==> config.mk <==
export PLATFORM = sky130hd
export DESIGN_NAME = ahs_homing
export DESIGN_NICKNAME = d
export VERILOG_FILES = /design/src/ahs_homing.v /design/src/ahs_sync.v
export VERILOG_INCLUDE_DIRS = /design/src /design/src/src
export SDC_FILE = /design/constraint.sdc
export NUM_CORES = 1
export LEC_CHECK = 0
export BUFFER_PORTS_ARGS = -buffer_cell sky130_fd_sc_hd__buf_2
export CORE_MARGIN = 2
export CORE_UTILIZATION = 47
export CTS_BUF_LIST = sky130_fd_sc_hd__clkbuf_16
export CTS_CLUSTER_SIZE = 12
export DETAILED_ROUTE_END_ITERATION = 8
export PLACE_DENSITY_LB_ADDON = 0.1
export SETUP_SLACK_MARGIN = 0.4
export SKIP_LAST_GASP = 1
export SLEW_MARGIN = 20
export SYNTH_ARGS = -nofsm -noshare
export SYNTH_HDL_FRONTEND = slang
export SYNTH_SLANG_ARGS = --single-unit
==> constraint.sdc <==
create_clock -name core_clk_i -period 1.6 [get_ports core_clk_i]
set_input_delay 0.16 -clock core_clk_i [delete_from_list [all_inputs] [get_ports core_clk_i]]
set_output_delay 0.16 -clock core_clk_i [all_outputs]
set_load 0.02 [all_outputs]
==> src/ahs_regs.vh <==
// constants for the axis homing sequencer, methods 26 to 35
`ifndef AHS_REGS_VH
`define AHS_REGS_VH

`define AHS_POS_W 32
`define AHS_METHOD_W 6

// homing method codes
`define AHS_M26 6'h1A
`define AHS_M27 6'h1B
`define AHS_M28 6'h1C
`define AHS_M29 6'h1D
`define AHS_M30 6'h1E
`define AHS_M31 6'h1F
`define AHS_M32 6'h20
`define AHS_M33 6'h21
`define AHS_M34 6'h22
`define AHS_M35 6'h23

// direction and speed phase encodings
`define AHS_DIR_POS 1'b1
`define AHS_DIR_NEG 1'b0
`define AHS_SPD_FIRST 1'b0
`define AHS_SPD_SECOND 1'b1

// sequencer states
`define AHS_ST_IDLE 3'h0
`define AHS_ST_SEEK 3'h1
`define AHS_ST_BACK 3'h2
`define AHS_ST_FWD 3'h3
`define AHS_ST_FIN 3'h4
`define AHS_ST_W 3

`endif

==> src/ahs_homing.v <==
// homing sequencer for one axis, methods 26 to 30 and 33 to 35
`timescale 1ns/1ps
`default_nettype none
`include "ahs_regs.vh"

module ahs_homing (
    // clock and reset
    input wire core_clk_i,
    input wire reset_i,
    // homing request
    input wire homing_request_i,
    input wire [`AHS_METHOD_W-1:0] method_i,
    input wire [`AHS_POS_W-1:0] axis_pos_i,
    // switches and encoder
    input wire home_sw_i,
    input wire pos_limit_i,
    input wire neg_limit_i,
    input wire index_i,
    // motion command
    output reg move_o,
    output reg dir_o,
    output reg speed_o,
    // result
    output reg [`AHS_POS_W-1:0] home_pos_o,
    output reg busy_o,
    output reg done_o,
    output reg error_o
);

// ----------------------------------------------------------------
// input conditioning
// ----------------------------------------------------------------
wire hs_lvl;
wire hs_rise;
wire hs_fall;
wire pl_lvl;
wire pl_rise;
wire nl_lvl;
wire nl_rise;
wire ix_rise;

ahs_sync u_sync_home (.core_clk_i(core_clk_i), .reset_i(reset_i), .pin_i(home_sw_i),
    .level_o(hs_lvl), .rise_o(hs_rise), .fall_o(hs_fall));
ahs_sync u_sync_plim (.core_clk_i(core_clk_i), .reset_i(reset_i), .pin_i(pos_limit_i),
    .level_o(pl_lvl), .rise_o(pl_rise), .fall_o());
ahs_sync u_sync_nlim (.core_clk_i(core_clk_i), .reset_i(reset_i), .pin_i(neg_limit_i),
    .level_o(nl_lvl), .rise_o(nl_rise), .fall_o());
ahs_sync u_sync_idx (.core_clk_i(core_clk_i), .reset_i(reset_i), .pin_i(index_i),
    .level_o(), .rise_o(ix_rise), .fall_o());

// a limit already on counts as a hit, not just its rising edge
wire pl_hit = pl_rise | pl_lvl;
wire nl_hit = nl_rise | nl_lvl;

// ----------------------------------------------------------------
// sequencer
// ----------------------------------------------------------------
reg [`AHS_ST_W-1:0] state_q;
reg [`AHS_METHOD_W-1:0] meth_q;
reg latch_now;
reg [`AHS_ST_W-1:0] state_d;
reg dir_d;
reg spd_d;
reg mv_d;

// seek: first leg; back: after limit reversal; fwd: final leg
always @* begin
    latch_now = 1'b0;
    state_d = state_q;
    dir_d = dir_o;
    spd_d = speed_o;
    mv_d = move_o;
    case (state_q)
        `AHS_ST_SEEK: begin
            case (meth_q)
                `AHS_M26: begin
                    if (hs_rise) begin
                        spd_d = `AHS_SPD_SECOND;
                    end else if (hs_fall) begin
                        latch_now = 1'b1;
                    end else if (pl_hit && !hs_lvl) begin
                        state_d = `AHS_ST_BACK;
                        dir_d = `AHS_DIR_NEG;
                        spd_d = `AHS_SPD_FIRST;
                    end
                end
                `AHS_M27: begin
                    if (dir_o == `AHS_DIR_POS) begin
                        if (hs_fall) begin
                            latch_now = 1'b1;
                        end
                    end else if (hs_rise) begin
                        dir_d = `AHS_DIR_POS;
                        spd_d = `AHS_SPD_SECOND;
                    end else if (nl_hit) begin
                        state_d = `AHS_ST_BACK;
                        dir_d = `AHS_DIR_POS;
                        spd_d = `AHS_SPD_FIRST;
                    end
                end
                `AHS_M28: begin
                    if (dir_o == `AHS_DIR_POS) begin
                        if (hs_fall) begin
                            state_d = `AHS_ST_FWD;
                            dir_d = `AHS_DIR_NEG;
                        end
                    end else if (hs_rise) begin
                        latch_now = 1'b1;
                    end else if (nl_hit) begin
                        state_d = `AHS_ST_BACK;
                        dir_d = `AHS_DIR_POS;
                        spd_d = `AHS_SPD_FIRST;
                    end
                end
                `AHS_M29: begin
                    if (hs_rise) begin
                        spd_d = `AHS_SPD_SECOND;
                    end else if (hs_fall) begin
                        state_d = `AHS_ST_FWD;
                        dir_d = `AHS_DIR_POS;
                    end else if (nl_hit && !hs_lvl) begin
                        state_d = `AHS_ST_FWD;
                        dir_d = `AHS_DIR_POS;
                        spd_d = `AHS_SPD_FIRST;
                    end
                end
                `AHS_M30: begin
                    if (hs_rise) begin
                        spd_d = `AHS_SPD_SECOND;
                    end else if (hs_fall) begin
                        latch_now = 1'b1;
                    end else if (nl_hit && !hs_lvl) begin
                        state_d = `AHS_ST_BACK;
                        dir_d = `AHS_DIR_POS;
                        spd_d = `AHS_SPD_FIRST;
                    end
                end
                `AHS_M33, `AHS_M34: begin
                    if (ix_rise) begin
                        latch_now = 1'b1;
                    end
                end
                default: begin
                    state_d = `AHS_ST_IDLE;
                end
            endcase
        end
        `AHS_ST_BACK: begin
            // reversed off a limit; wait for the switch to come on
            if (hs_rise) begin
                case (meth_q)
                    `AHS_M26: begin
                        state_d = `AHS_ST_FWD;
                        dir_d = `AHS_DIR_POS;
                        spd_d = `AHS_SPD_SECOND;
                    end
                    `AHS_M27: begin
                        state_d = `AHS_ST_FWD;
                        spd_d = `AHS_SPD_SECOND;
                    end
                    `AHS_M28: begin
                        state_d = `AHS_ST_BACK;
                    end
                    default: begin
                        state_d = `AHS_ST_FWD;
                        dir_d = `AHS_DIR_NEG;
                        spd_d = `AHS_SPD_SECOND;
                    end
                endcase
            end else if (hs_fall && meth_q == `AHS_M28) begin
                state_d = `AHS_ST_FWD;
                dir_d = `AHS_DIR_NEG;
            end
        end
        `AHS_ST_FWD: begin
            // final leg: 28 and 29 latch on rise, others on fall
            if ((meth_q == `AHS_M28 || meth_q == `AHS_M29) ? hs_rise : hs_fall) begin
                latch_now = 1'b1;
            end
        end
        default: begin
            state_d = `AHS_ST_IDLE;
        end
    endcase
    if (latch_now) begin
        state_d = `AHS_ST_IDLE;
        mv_d = 1'b0;
    end
end

always @(posedge core_clk_i) begin
    if (reset_i) begin
        state_q <= `AHS_ST_IDLE;
        meth_q <= {`AHS_METHOD_W{1'b0}};
        move_o <= 1'b0;
        dir_o <= `AHS_DIR_POS;
        speed_o <= `AHS_SPD_FIRST;
        home_pos_o <= {`AHS_POS_W{1'b0}};
        busy_o <= 1'b0;
        done_o <= 1'b0;
        error_o <= 1'b0;
    end else begin
        done_o <= 1'b0;
        if (state_q == `AHS_ST_IDLE) begin
            if (homing_request_i) begin
                meth_q <= method_i;
                error_o <= 1'b0;
                case (method_i)
                    `AHS_M26: begin
                        state_q <= `AHS_ST_SEEK;
                        move_o <= 1'b1;
                        busy_o <= 1'b1;
                        dir_o <= `AHS_DIR_POS;
                        speed_o <= hs_lvl;
                    end
                    `AHS_M27, `AHS_M28: begin
                        state_q <= `AHS_ST_SEEK;
                        move_o <= 1'b1;
                        busy_o <= 1'b1;
                        // on: positive second speed; off: negative first
                        dir_o <= hs_lvl;
                        speed_o <= hs_lvl;
                    end
                    `AHS_M29, `AHS_M30: begin
                        state_q <= `AHS_ST_SEEK;
                        move_o <= 1'b1;
                        busy_o <= 1'b1;
                        dir_o <= `AHS_DIR_NEG;
                        speed_o <= hs_lvl;
                    end
                    `AHS_M33, `AHS_M34: begin
                        state_q <= `AHS_ST_SEEK;
                        move_o <= 1'b1;
                        busy_o <= 1'b1;
                        // switches are not consulted in these methods
                        dir_o <= (method_i == `AHS_M34);
                        speed_o <= `AHS_SPD_SECOND;
                    end
                    `AHS_M35: begin
                        home_pos_o <= axis_pos_i;
                        done_o <= 1'b1;
                    end
                    default: begin
                        // 31, 32 and unsupported codes never move
                        error_o <= 1'b1;
                    end
                endcase
            end
        end else begin
            state_q <= state_d;
            move_o <= mv_d;
            dir_o <= dir_d;
            speed_o <= spd_d;
            if (latch_now) begin
                home_pos_o <= axis_pos_i;
                done_o <= 1'b1;
                busy_o <= 1'b0;
            end else if (state_d == `AHS_ST_IDLE) begin
                move_o <= 1'b0;
                busy_o <= 1'b0;
                error_o <= 1'b1;
            end
        end
    end
end

endmodule // ahs_homing

`default_nettype wire

==> src/ahs_sync.v <==
// two flip-flop synchroniser with edge detect on the settled value
`timescale 1ns/1ps
`default_nettype none

module ahs_sync (
    // clock and reset
    input wire core_clk_i,
    input wire reset_i,
    // raw pin and conditioned outputs
    input wire pin_i,
    output wire level_o,
    output wire rise_o,
    output wire fall_o
);

reg meta_q;
reg sync_q;
reg prev_q;

// only sync_q reads meta_q
always @(posedge core_clk_i) begin
    if (reset_i) begin
        meta_q <= 1'b0;
        sync_q <= 1'b0;
        prev_q <= 1'b0;
    end else begin
        meta_q <= pin_i;
        sync_q <= meta_q;
        prev_q <= sync_q;
    end
end

assign level_o = sync_q;
assign rise_o = sync_q & ~prev_q;
assign fall_o = ~sync_q & prev_q;

endmodule // ahs_sync

`default_nettype wire

# Word-level counts from Yosys, hierarchy flattened
# Index checks and enable logic that the tools add are counted.
[totals]
ff_bits = 59
out_inout_bits = 38
elab_cells = 197
[op_classes]
eq_ne = 43
muxes = 93
n_bitwise = 12
n_reduce_logical = 28
[ops]
columns = ["op", "count"]
rows = [
  ["$mux W32", 4],
  ["$eq A6 B5 Y1 const B", 10],
  ["$mux W3", 20],
  ["$mux W1", 58],
  ["$ne A4 B4 Y1 const B", 11],
  ["$eq A6 B6 Y1 const B", 5],
  ["$ne A5 B5 Y1 const B", 4],
  ["$pmux W3 S6", 1],
  ["$reduce_or A2 Y1", 7],
  ["$reduce_and A13 Y1", 1],
  ["$pmux W1 S4", 3],
  ["$reduce_and A12 Y1", 1],
  ["$pmux W1 S2", 5],
  ["$pmux W3 S3", 1],
  ["$reduce_and A3 Y1", 3],
  ["$reduce_or A8 Y1", 1],
  ["$ne A7 B6 Y1 const B", 1],
  ["$reduce_or A7 Y1", 1],
  ["$eq A3 B2 Y1 const B", 2],
  ["$logic_not A3 Y1", 2],
  ["$ne A3 B3 Y1 const B", 2],
  ["$ne A6 B6 Y1 const B", 1],
  ["$reduce_bool A3 Y1", 2],
  ["$and A1 B1 Y1", 5],
  ["14 further kinds", 25],
]

# Longest topological paths before layout
# Gate-level depths: netlist of the first run.
[logic_depth]
depth_word = 14
mapped_depth = 8
ltp_nobuf = 6

# Modules after synthesis
# From an unflattened synthesis of the first run, not the netlist that was laid out.
[hier_totals]
hier_cells = 339
hier_area_um2 = 3029.2
[modules_own_cells]
columns = ["mod", "instances", "cells_per_inst", "area_each_um2", "seq_area_each_um2"]
rows = [
  ["ahs_homing", 1, 307, 2663.8, 940.9],
  ["ahs_sync", 4, 8, 91.3, 60.1],
]

# Least setup slack after synthesis of the first run
# OpenSTA, ideal clock, no wires.
[synth_timing]
path_type = "register to register"
start = "register meth_q[5]"
end = "register home_pos_o[18]"
setup_ns = 0.128
arrival_ns = 1.621
required_time_ns = 1.472
path_slack_ns = -0.148
path_stages_with_launch = 8
n_path_buf = 1
period_less_slack_ns = 1.748
path_cell_list = "dfxtp_1 nand3b_2 a2111oi_4 o31ai_4 nand3_4 buf_12 mux2i_1 nor2_1"
[synth_between]
elab_chain_len = 7
word_cells_on_any_way = 16
classes_between = "eq/ne: 7; mux: 4; reduce/logical: 5"
[synth_lines]
columns = ["item", "line_no", "text"]
rows = [
  ["start: declaration", "ahs_homing.v:59", "reg [`AHS_METHOD_W-1:0] meth_q;"],
  ["start signal: assignment", "ahs_homing.v:194", "meth_q <= {`AHS_METHOD_W{1'b0}};"],
  ["start signal: assignment", "ahs_homing.v:206", "meth_q <= method_i;"],
  ["parallel branches: the longest is 4 deep, another holds $eq A6 B6 Y1", "--", ""],
  ["$pmux W1 S2 *", "ahs_homing.v:73", "case (state_q)"],
  ["$reduce_bool A2 Y1 (no source line) *", "--", ""],
  ["$reduce_and A3 Y1 (no source line) *", "--", ""],
  ["end signal: assignment", "ahs_homing.v:198", "home_pos_o <= {`AHS_POS_W{1'b0}};"],
  ["end signal: assignment", "ahs_homing.v:240", "home_pos_o <= axis_pos_i;"],
  ["end signal: assignment", "ahs_homing.v:255", "home_pos_o <= axis_pos_i;"],
  ["end: declaration", "ahs_homing.v:24", "output reg [`AHS_POS_W-1:0] home_pos_o,"],
]
# Every way passes the cells marked *.
# A chain may end at the register's enable or synchronous reset.

# Final worst setup path of the first run
[layout_timing]
start = "register meth_q[2]"
end = "register move_o"
[layout_between]
elab_chain_len = 10
word_cells_on_any_way = 26
classes_between = "eq/ne: 7; mux: 14; reduce/logical: 5"
[layout_lines]
columns = ["item", "line_no", "text"]
rows = [
  ["parallel branches: the longest is 8 deep, another holds $eq A6 B6 Y1", "--", ""],
  ["$mux W1 *", "ahs_homing.v:254", "if (latch_now) begin"],
  ["$mux W1 *", "ahs_homing.v:204", "if (state_q == `AHS_ST_IDLE) begin"],
  ["end signal: assignment", "ahs_homing.v:251", "move_o <= mv_d;"],
  ["end: declaration", "ahs_homing.v:20", "output reg move_o,"],
]
# Marked as above.

==> results.md, run 1 <==
* Final setup violation count at 38
* Hold violation total from the final report at 0
* Proportion of synthesized flip-flops having asynchronous set or reset at 0%
* Hold Crit Class: primary input to flip-flop
* Chip Height at 82.34 um
* Routability cong. at 0.9242
* GR Overflow Total at 0
* Row cnt at 28
* Level count of the clock H-tree at 3
* Via count of the first global-routing pass at 2719
* Power density over cell area at 843.7 nW/um^2
* Maximum fanout count along the critical path at 9
* Mapped Nets at 354
* Post-synthesis to final-layout area growth at 49.20%
* Cell variety after synth at 65
* FF-to-FF setup slack at -210 ps
* Number of top-level pins at 83
* Area contributors post-synth: dfxtp_1 (40%), mux2i_1 (13%), nor2_1 (5.5%), a21oi_1 (3.1%), nand2_1 (3.1%)
* First-pass iteration count of the detailed router at 4
* Peak supply drop at 0.0007829 V
* Top flip-flop cell by instance count after synthesis: dfxtp_1
* CTS Hold Buffers Added at 0
* Unrepaired setup endpoints after global routing: true
* Standard cell core area at 5921 sq um
* # Max-Cap Violations at 0
* Number of design-rule violations left by the first detailed-router iteration at 113
* Critical path data required time at 1820 ps
* Number of flops mapped to enable cells by yosys at 0
* Library cell occupying the most area in the post-synthesis netlist: dfxtp_1
* Count of warnings emitted by yosys at 0
* Total via count in the routed design at 2788
* Number of antenna violations at the first check in global routing at 0
* Area used by multi-input combinational logic at 1788 sq um
* Category of the worst setup path launch point: flip-flop
* Detailed-route wire length at 8.097 mm
* Max-slew violation count at 0
* Wire length of the first global-routing pass at 13.10 mm
* TritonCTS buffer count at 9
* Top post-synthesis cells by count: dfxtp_1 (57), nor2_1 (42), mux2i_1 (37)
* Clk slew on worst S/H paths at 50 ps
* Kind of capture point of the worst setup path: flip-flop
* Initial Util at 48.71%
* Static Leak at 1.923 nW
* Final Net Count at 491
* Antenna Nets Post-Route at 0
* Number of flip-flops under the largest register name at 32
* Fraction of layout instances using a drive strength above 1 at 48.56%
* Min Tclk post-route at 1812 ps
* Average routed wire per standard cell at 15.39 um
* Sequential element share of the synthesized area at 39.57%
* Share of the synthesized area in the top cell type at 39.57%
* Total number of clock tree sinks at 57
* Antenna diode count at 0
* Setup Crit Path Kind: flip-flop to flip-flop
* Registers with the most flip-flops: home_pos_o: 32 flops, meth_q: 6 flops, state_q: 3 flops
* Syn Inst Count at 309
* All-Layer GR Usage at 25.85%
* Fill cell count at 453
* Clock tree buffer depth at 2
* Total Power at 3.630 mW
* Clock skew at 4.824 ps
* Final Cycle Share at 113.2%
* Area of all sequential standard cells at 1169 sq um
* Data arrival time at the worst-slack endpoint at 2040 ps
* Netlist area before placement at 2884 sq um
* Accumulated negative setup slack at -5868 ps
* Largest net degree at the start of global routing at 28
* Clock root cell: clkbuf_16
* Violated checks: negative setup slack
* TritonCTS clock tree: done
* Run status: finished with violations
* Maximum achievable frequency at 0.5520 GHz
* Setup slack after layout at -211.6 ps
* Number of buffer cells added on primary ports at 82
* Mean post-synth cell area at 9.333 sq um
* HPWL reported at the end of detailed placement at 5.927 mm
* Via-to-Cell Ratio at 5.300
* Most frequent cell after synthesis: dfxtp_1
* DIE WIDTH at 82.34 um
* Clock Latency Late Sink at 320 ps
* Count of state elements after synthesis at 57
* Die area at 6779 sq um
* Detailed-route DRC error count at 0
* Most flops, register: home_pos_o
## cells in the final DEF (no fill, tap or decap), types with 3 or more instances in the layout
cell type  count
a21oi_1       11
a21oi_2        7
buf_12         4
buf_2         81
buf_4         60
clkbuf_16     10
clkinv_1       4
dfxtp_1       45
dfxtp_2        7
dfxtp_4        5
inv_1          3
mux2i_1       37
nand2_1       16
nand2_2        3
nand2_4        5
nand2b_1       6
nand3_1        7
nor2_1        42
nor2b_1       14
nor3_1         4
nor3_2         4
o211ai_1       3
o21ai_0        3
## power by group
group	switching (mW)	total, mW	leakage, nW	internal, mW
Sequential	0.0338	1.48	0.468	1.44
Clock	0.662	1.78	0.134	1.12
Combinational	0.185	0.370	1.32	0.185
## critical path: stages (launching register included)
cell and delay, ps:
dfxtp_4 410, buf_4 130, mux2i_1 210, nor3_2 90, nor4_2 280, o311ai_4 160, and2_1 210, a311oi_1 230
## path summary, 6_finish.rpt
path	startpoint	end	cells after the start
setup / recovery	meth_q[2]$_SDFFE_PP0P_	move_o$_SDFFE_PP0P_	7
hold / removal	home_sw_i	u_sync_home.meta_q$_SDFF_PP0_	2
setup reg to reg	meth_q[2]$_SDFFE_PP0P_	move_o$_SDFFE_PP0P_	7
hold reg to reg	u_sync_plim.meta_q$_SDFF_PP0_	u_sync_plim.level_o$_SDFF_PP0_	1
## through the flow
stage / utilization (%) / cell area [sq um] / setup slack [ps] / hold slack [ps] / std cells
2_1_floorplan: - / 2998 / -81.62 / 285.6 / 309
3_3_place_gp: 64.41 / 3814 / -255.0 / 368.8 / 505
3_5_place_dp: 64.41 / 3814 / -267.3 / 384.4 / 505
4_1_cts: 70.54 / 4177 / -219.7 / 45.15 / 523
5_1_grt: 72.68 / 4303 / -317.4 / 53.66 / 526
6_report: 72.68 / 4303 / -211.6 / 45.06 / 526
## metal layers
metal	up-vias	routed length (um)	track usage [%]
li1	1372	-	-
met3	14	439	5.217
met5	-	0	0
met1	1320	3554	32.95
met4	0	165	12.50
met2	82	3936	41.61
## area by class of cell
type | count | area share, %
inverters | 3 | 0.2617
repair buffers | 147 | 22.30
clock inverters | 6 | 0.7270
multi-input cells | 228 | 41.55
clock buffers | 10 | 5.816
well taps | 75 | 2.181
flip-flops and latches | 57 | 27.16
## cells by family (layout without fill, tap and decap cells)
| logic type | after synthesis | after routing | synth area share, % |
|---|---|---|---|
| XOR/XNOR | 2 | 2 | 0.6075 |
| multiplexers | 37 | 37 | 12.84 |
| AO/OA/AOI/OAI | 57 | 57 | 15.92 |
| AND/OR/NAND/NOR | 131 | 131 | 25.21 |
| other | 1 | 1 | 0.1300 |
| buffers and inverters | 24 | 166 | 5.727 |
| flip-flops | 57 | 57 | 39.57 |
## what timing repair did
| item | CTS | global route |
|---|---|---|
| resized for setup | 18 | 25 |
| setup endpoints to repair | 47 | 47 |
| pin swaps | 3 | 10 |
| buffers inserted | 2 | 3 |
Power figures use the tool's default switching activity.
==> inputs of run 2 (changes only) <==
REMOVE_ABC_BUFFERS = 1   (was not set)
SYNTH_HIERARCHICAL = 1   (was not set)
==> run 2 against run 1 <==
The run still ends with negative setup slack left. Hold slack gained 4.4 ps. Via count increased by 11%. Final area is 6.3% higher. Global-route usage down 0.83 points. Power increased by 8.1%. Highest routed layer unchanged. Die area up 4.2%. First-iteration DRC count is 12% higher. Synthesized area rose by 4.4%. Core utilization rose by 0.22 points. Clock power is 12% higher.
==> results.md, run 2 <==
* HPWL reported at the end of detailed placement at 6.153 mm (was 5.927 mm)
* Syn Inst Count at 336 (was 309)
* Routability cong. at 0.9562 (was 0.9242)
* Final setup violation count at 39 (was 38)
* Antenna diode count at 0 (unchanged)
* Chip Height at 84.03 um (was 82.34 um)
* Average routed wire per standard cell at 15.62 um (was 15.39 um)
* Static Leak at 1.934 nW (was 1.923 nW)
* TritonCTS buffer count at 9 (unchanged)
* Setup slack after layout at -325.6 ps (was -211.6 ps)
* Via count of the first global-routing pass at 3103 (was 2719)
* Clock network fraction of design power at 50.6% (was 49.1%)
* Standard cell core area at 6277 sq um (was 5921 sq um)
* Maximum achievable frequency at 0.5193 GHz (was 0.5520 GHz)
* Netlist area before placement at 3010 sq um (was 2884 sq um)
* Kind of capture point of the worst setup path: flip-flop (unchanged)
* Clock skew at 6.690 ps (was 4.824 ps)
* Critical path data required time at 1800 ps (was 1820 ps)
* Number of buffer cells added on primary ports at 82 (unchanged)
* Number of top-level pins at 83 (unchanged)
* TritonCTS clock tree: done (unchanged)
* Number of antenna violations at the first check in global routing at 0 (unchanged)
* Post-synthesis to final-layout area growth at 52.00% (was 49.20%)
* Die area at 7061 sq um (was 6779 sq um)
* Total via count in the routed design at 3093 (was 2788)
* Internal power at 3.050 mW (was 2.750 mW)
* Final Net Count at 525 (was 491)
* Initial Util at 47.96% (was 48.71%)
* Row cnt at 29 (was 28)
* Layout Utilization at 72.89% (was 72.68%)
* Min Tclk post-route at 1926 ps (was 1812 ps)
* Hold violation total from the final report at 0 (unchanged)
* Fill cell count at 483 (was 453)
* Clk slew on worst S/H paths at 50 ps (about the same)
* CTS Hold Buffers Added at 0 (unchanged)
* Data arrival time at the worst-slack endpoint at 2130 ps (was 2040 ps)
* Final Cycle Share at 120.3% (was 113.2%)
* Worst slack after detailed placement at -457.1 ps (was -267.3 ps)
* Maximum fanout count along the critical path at 4 (was 9)
* Number of cells in the design after placement at 536 (was 505)
* Clock Latency Late Sink at 320 ps (about the same)
* DIE WIDTH at 84.03 um (was 82.34 um)
* Clock root cell: clkbuf_16 (unchanged)
* Max-slew violation count at 0 (unchanged)
* Fraction of layout instances using a drive strength above 1 at 45.77% (was 48.56%)
* Largest net degree at the start of global routing at 50 (was 28)
* Setup Crit Path Kind: flip-flop to flip-flop (unchanged)
* Commonest non-fill, non-tap cell in the layout: buf_2 (unchanged)
* Share of total power in sequential cells at 38.8% (was 40.7%)
* Level count of the clock H-tree at 3 (unchanged)
* # Max-Cap Violations at 0 (unchanged)
* Mean post-synth cell area at 8.959 sq um (was 9.333 sq um)
* Detailed-route DRC error count at 0 (unchanged)
* GR Overflow Total at 0 (unchanged)
* Power density over cell area at 858.0 nW/um^2 (was 843.7 nW/um^2)
* Number of design-rule violations left by the first detailed-router iteration at 126 (was 113)
* Violated checks: negative setup slack (unchanged)
* First-pass iteration count of the detailed router at 4 (unchanged)
* Hold Crit Class: primary input to flip-flop (unchanged)
* Post-route insts no fill at 562 (was 526)
* Via-to-Cell Ratio at 5.504 (was 5.300)
* Wire length of the first global-routing pass at 14.21 mm (was 13.10 mm)
* Clock tree buffer depth at 2 (unchanged)
* Share of total power consumed by net switching at 22.31% (was 24.25%)
* Number of flip-flops under the largest register name at 32 (unchanged)
* Unrepaired setup endpoints after global routing: true (unchanged)
* Detailed-route wire length at 8.779 mm (was 8.097 mm)
* Logic gate share of total power at 10.5% (was 10.2%)
* Registers with the most flip-flops: home_pos_o: 32 flops, meth_q: 6 flops, state_q: 3 flops (unchanged)
* Run status: finished with violations (unchanged)
* Most flops, register: home_pos_o (unchanged)
* Category of the worst setup path launch point: flip-flop (unchanged)
* All-Layer GR Usage at 25.02% (was 25.85%)
* Peak supply drop at 0.0007140 V (was 0.0007829 V)
* Count of warnings emitted by yosys at 6 (was 0)
* Highest-count cells in the layout ignoring fill and taps: buf_2 (81), buf_4 (61), dfxtp_1 (48) (was buf_2 (81), buf_4 (60), dfxtp_1 (45))
* Total number of clock tree sinks at 59 (was 57)
* Antenna Nets Post-Route at 0 (unchanged)
* Switching power at 875.9 uW (was 880.6 uW)
-- run 2: worst max-delay path: stages (launching register included) --
cell and delay, ps:
dfxtp_2 340, nor2b_4 130, or3_4 370, o211ai_1 230, o311ai_2 180, o21ai_1 170
nor4b_4 280, a21oi_1 110
-- run 2: path summary, 6_finish.rpt --
kind / from / to / slack [ps] / depth (start not counted)
worst max-delay path: u_sync_home/level_o$_SDFF_PP0_ / busy_o$_SDFFE_PP0P_ / -330 / 7
worst min-delay path: neg_limit_i / u_sync_nlim/meta_q$_SDFF_PP0_ / 50 / 2
worst max register to register: u_sync_home/level_o$_SDFF_PP0_ / busy_o$_SDFFE_PP0P_ / -330 / 7
worst min register to register: u_sync_home/meta_q$_SDFF_PP0_ / u_sync_home/level_o$_SDFF_PP0_ / 430 / 1
-- run 2: metrics by stage --
step	cell area [sq um]	hold slack (ps)	setup TNS [ps]	total power [mW]
after detailed placement	3884	375.5	-13810	1.917
after global placement	3884	367.7	-12200	1.912
after floorplan	2859	229.1	-27270	1.693
after global routing	4576	64.67	-15040	4.067
after CTS	4454	41.61	-10570	3.946
final	4576	49.43	-10950	3.926
-- run 2: power by group through the flow --
stage               Clock (mW)  Combinational (mW)  Sequential (mW)
floorplan                    0               0.128             1.57
global placement             0               0.364             1.55
detailed placement           0               0.366             1.55
CTS                       2.03               0.396             1.52
global route              2.09               0.449             1.53
finish                    1.99               0.414             1.52
-- run 2: metal layers --
layer	global-route usage (%)	vias up	part of all wire, %
met4	13.49	0	5.1
met2	41.77	110	47
met3	6.330	40	5.4
met5	0	-	0
li1	-	1502	-
met1	29.23	1441	42
-- run 2: final cells by class --
cell class                      instances  area, sq um  share of cell area, %
Multi-Input combinational cell        247         1849                  40.42
Sequential cell                        59         1202                  26.28
Timing Repair Buffer                  156         1091                  23.84
Clock buffer                            9        225.2                  4.922
Tap cell                               77        96.34                  2.106
Clock inverter                          7        85.08                  1.859
Inverter                                7        26.28                 0.5742
-- run 2: timing repair --
| action | in CTS | in global routing |
|---|---|---|
| gates resized for setup | 55 | 14 |
| endpoints found under the setup margin | 47 | 47 |
| setup buffers | 5 | 2 |
| pin swaps | 20 | 9 |
| cloned | 1 | 2 |
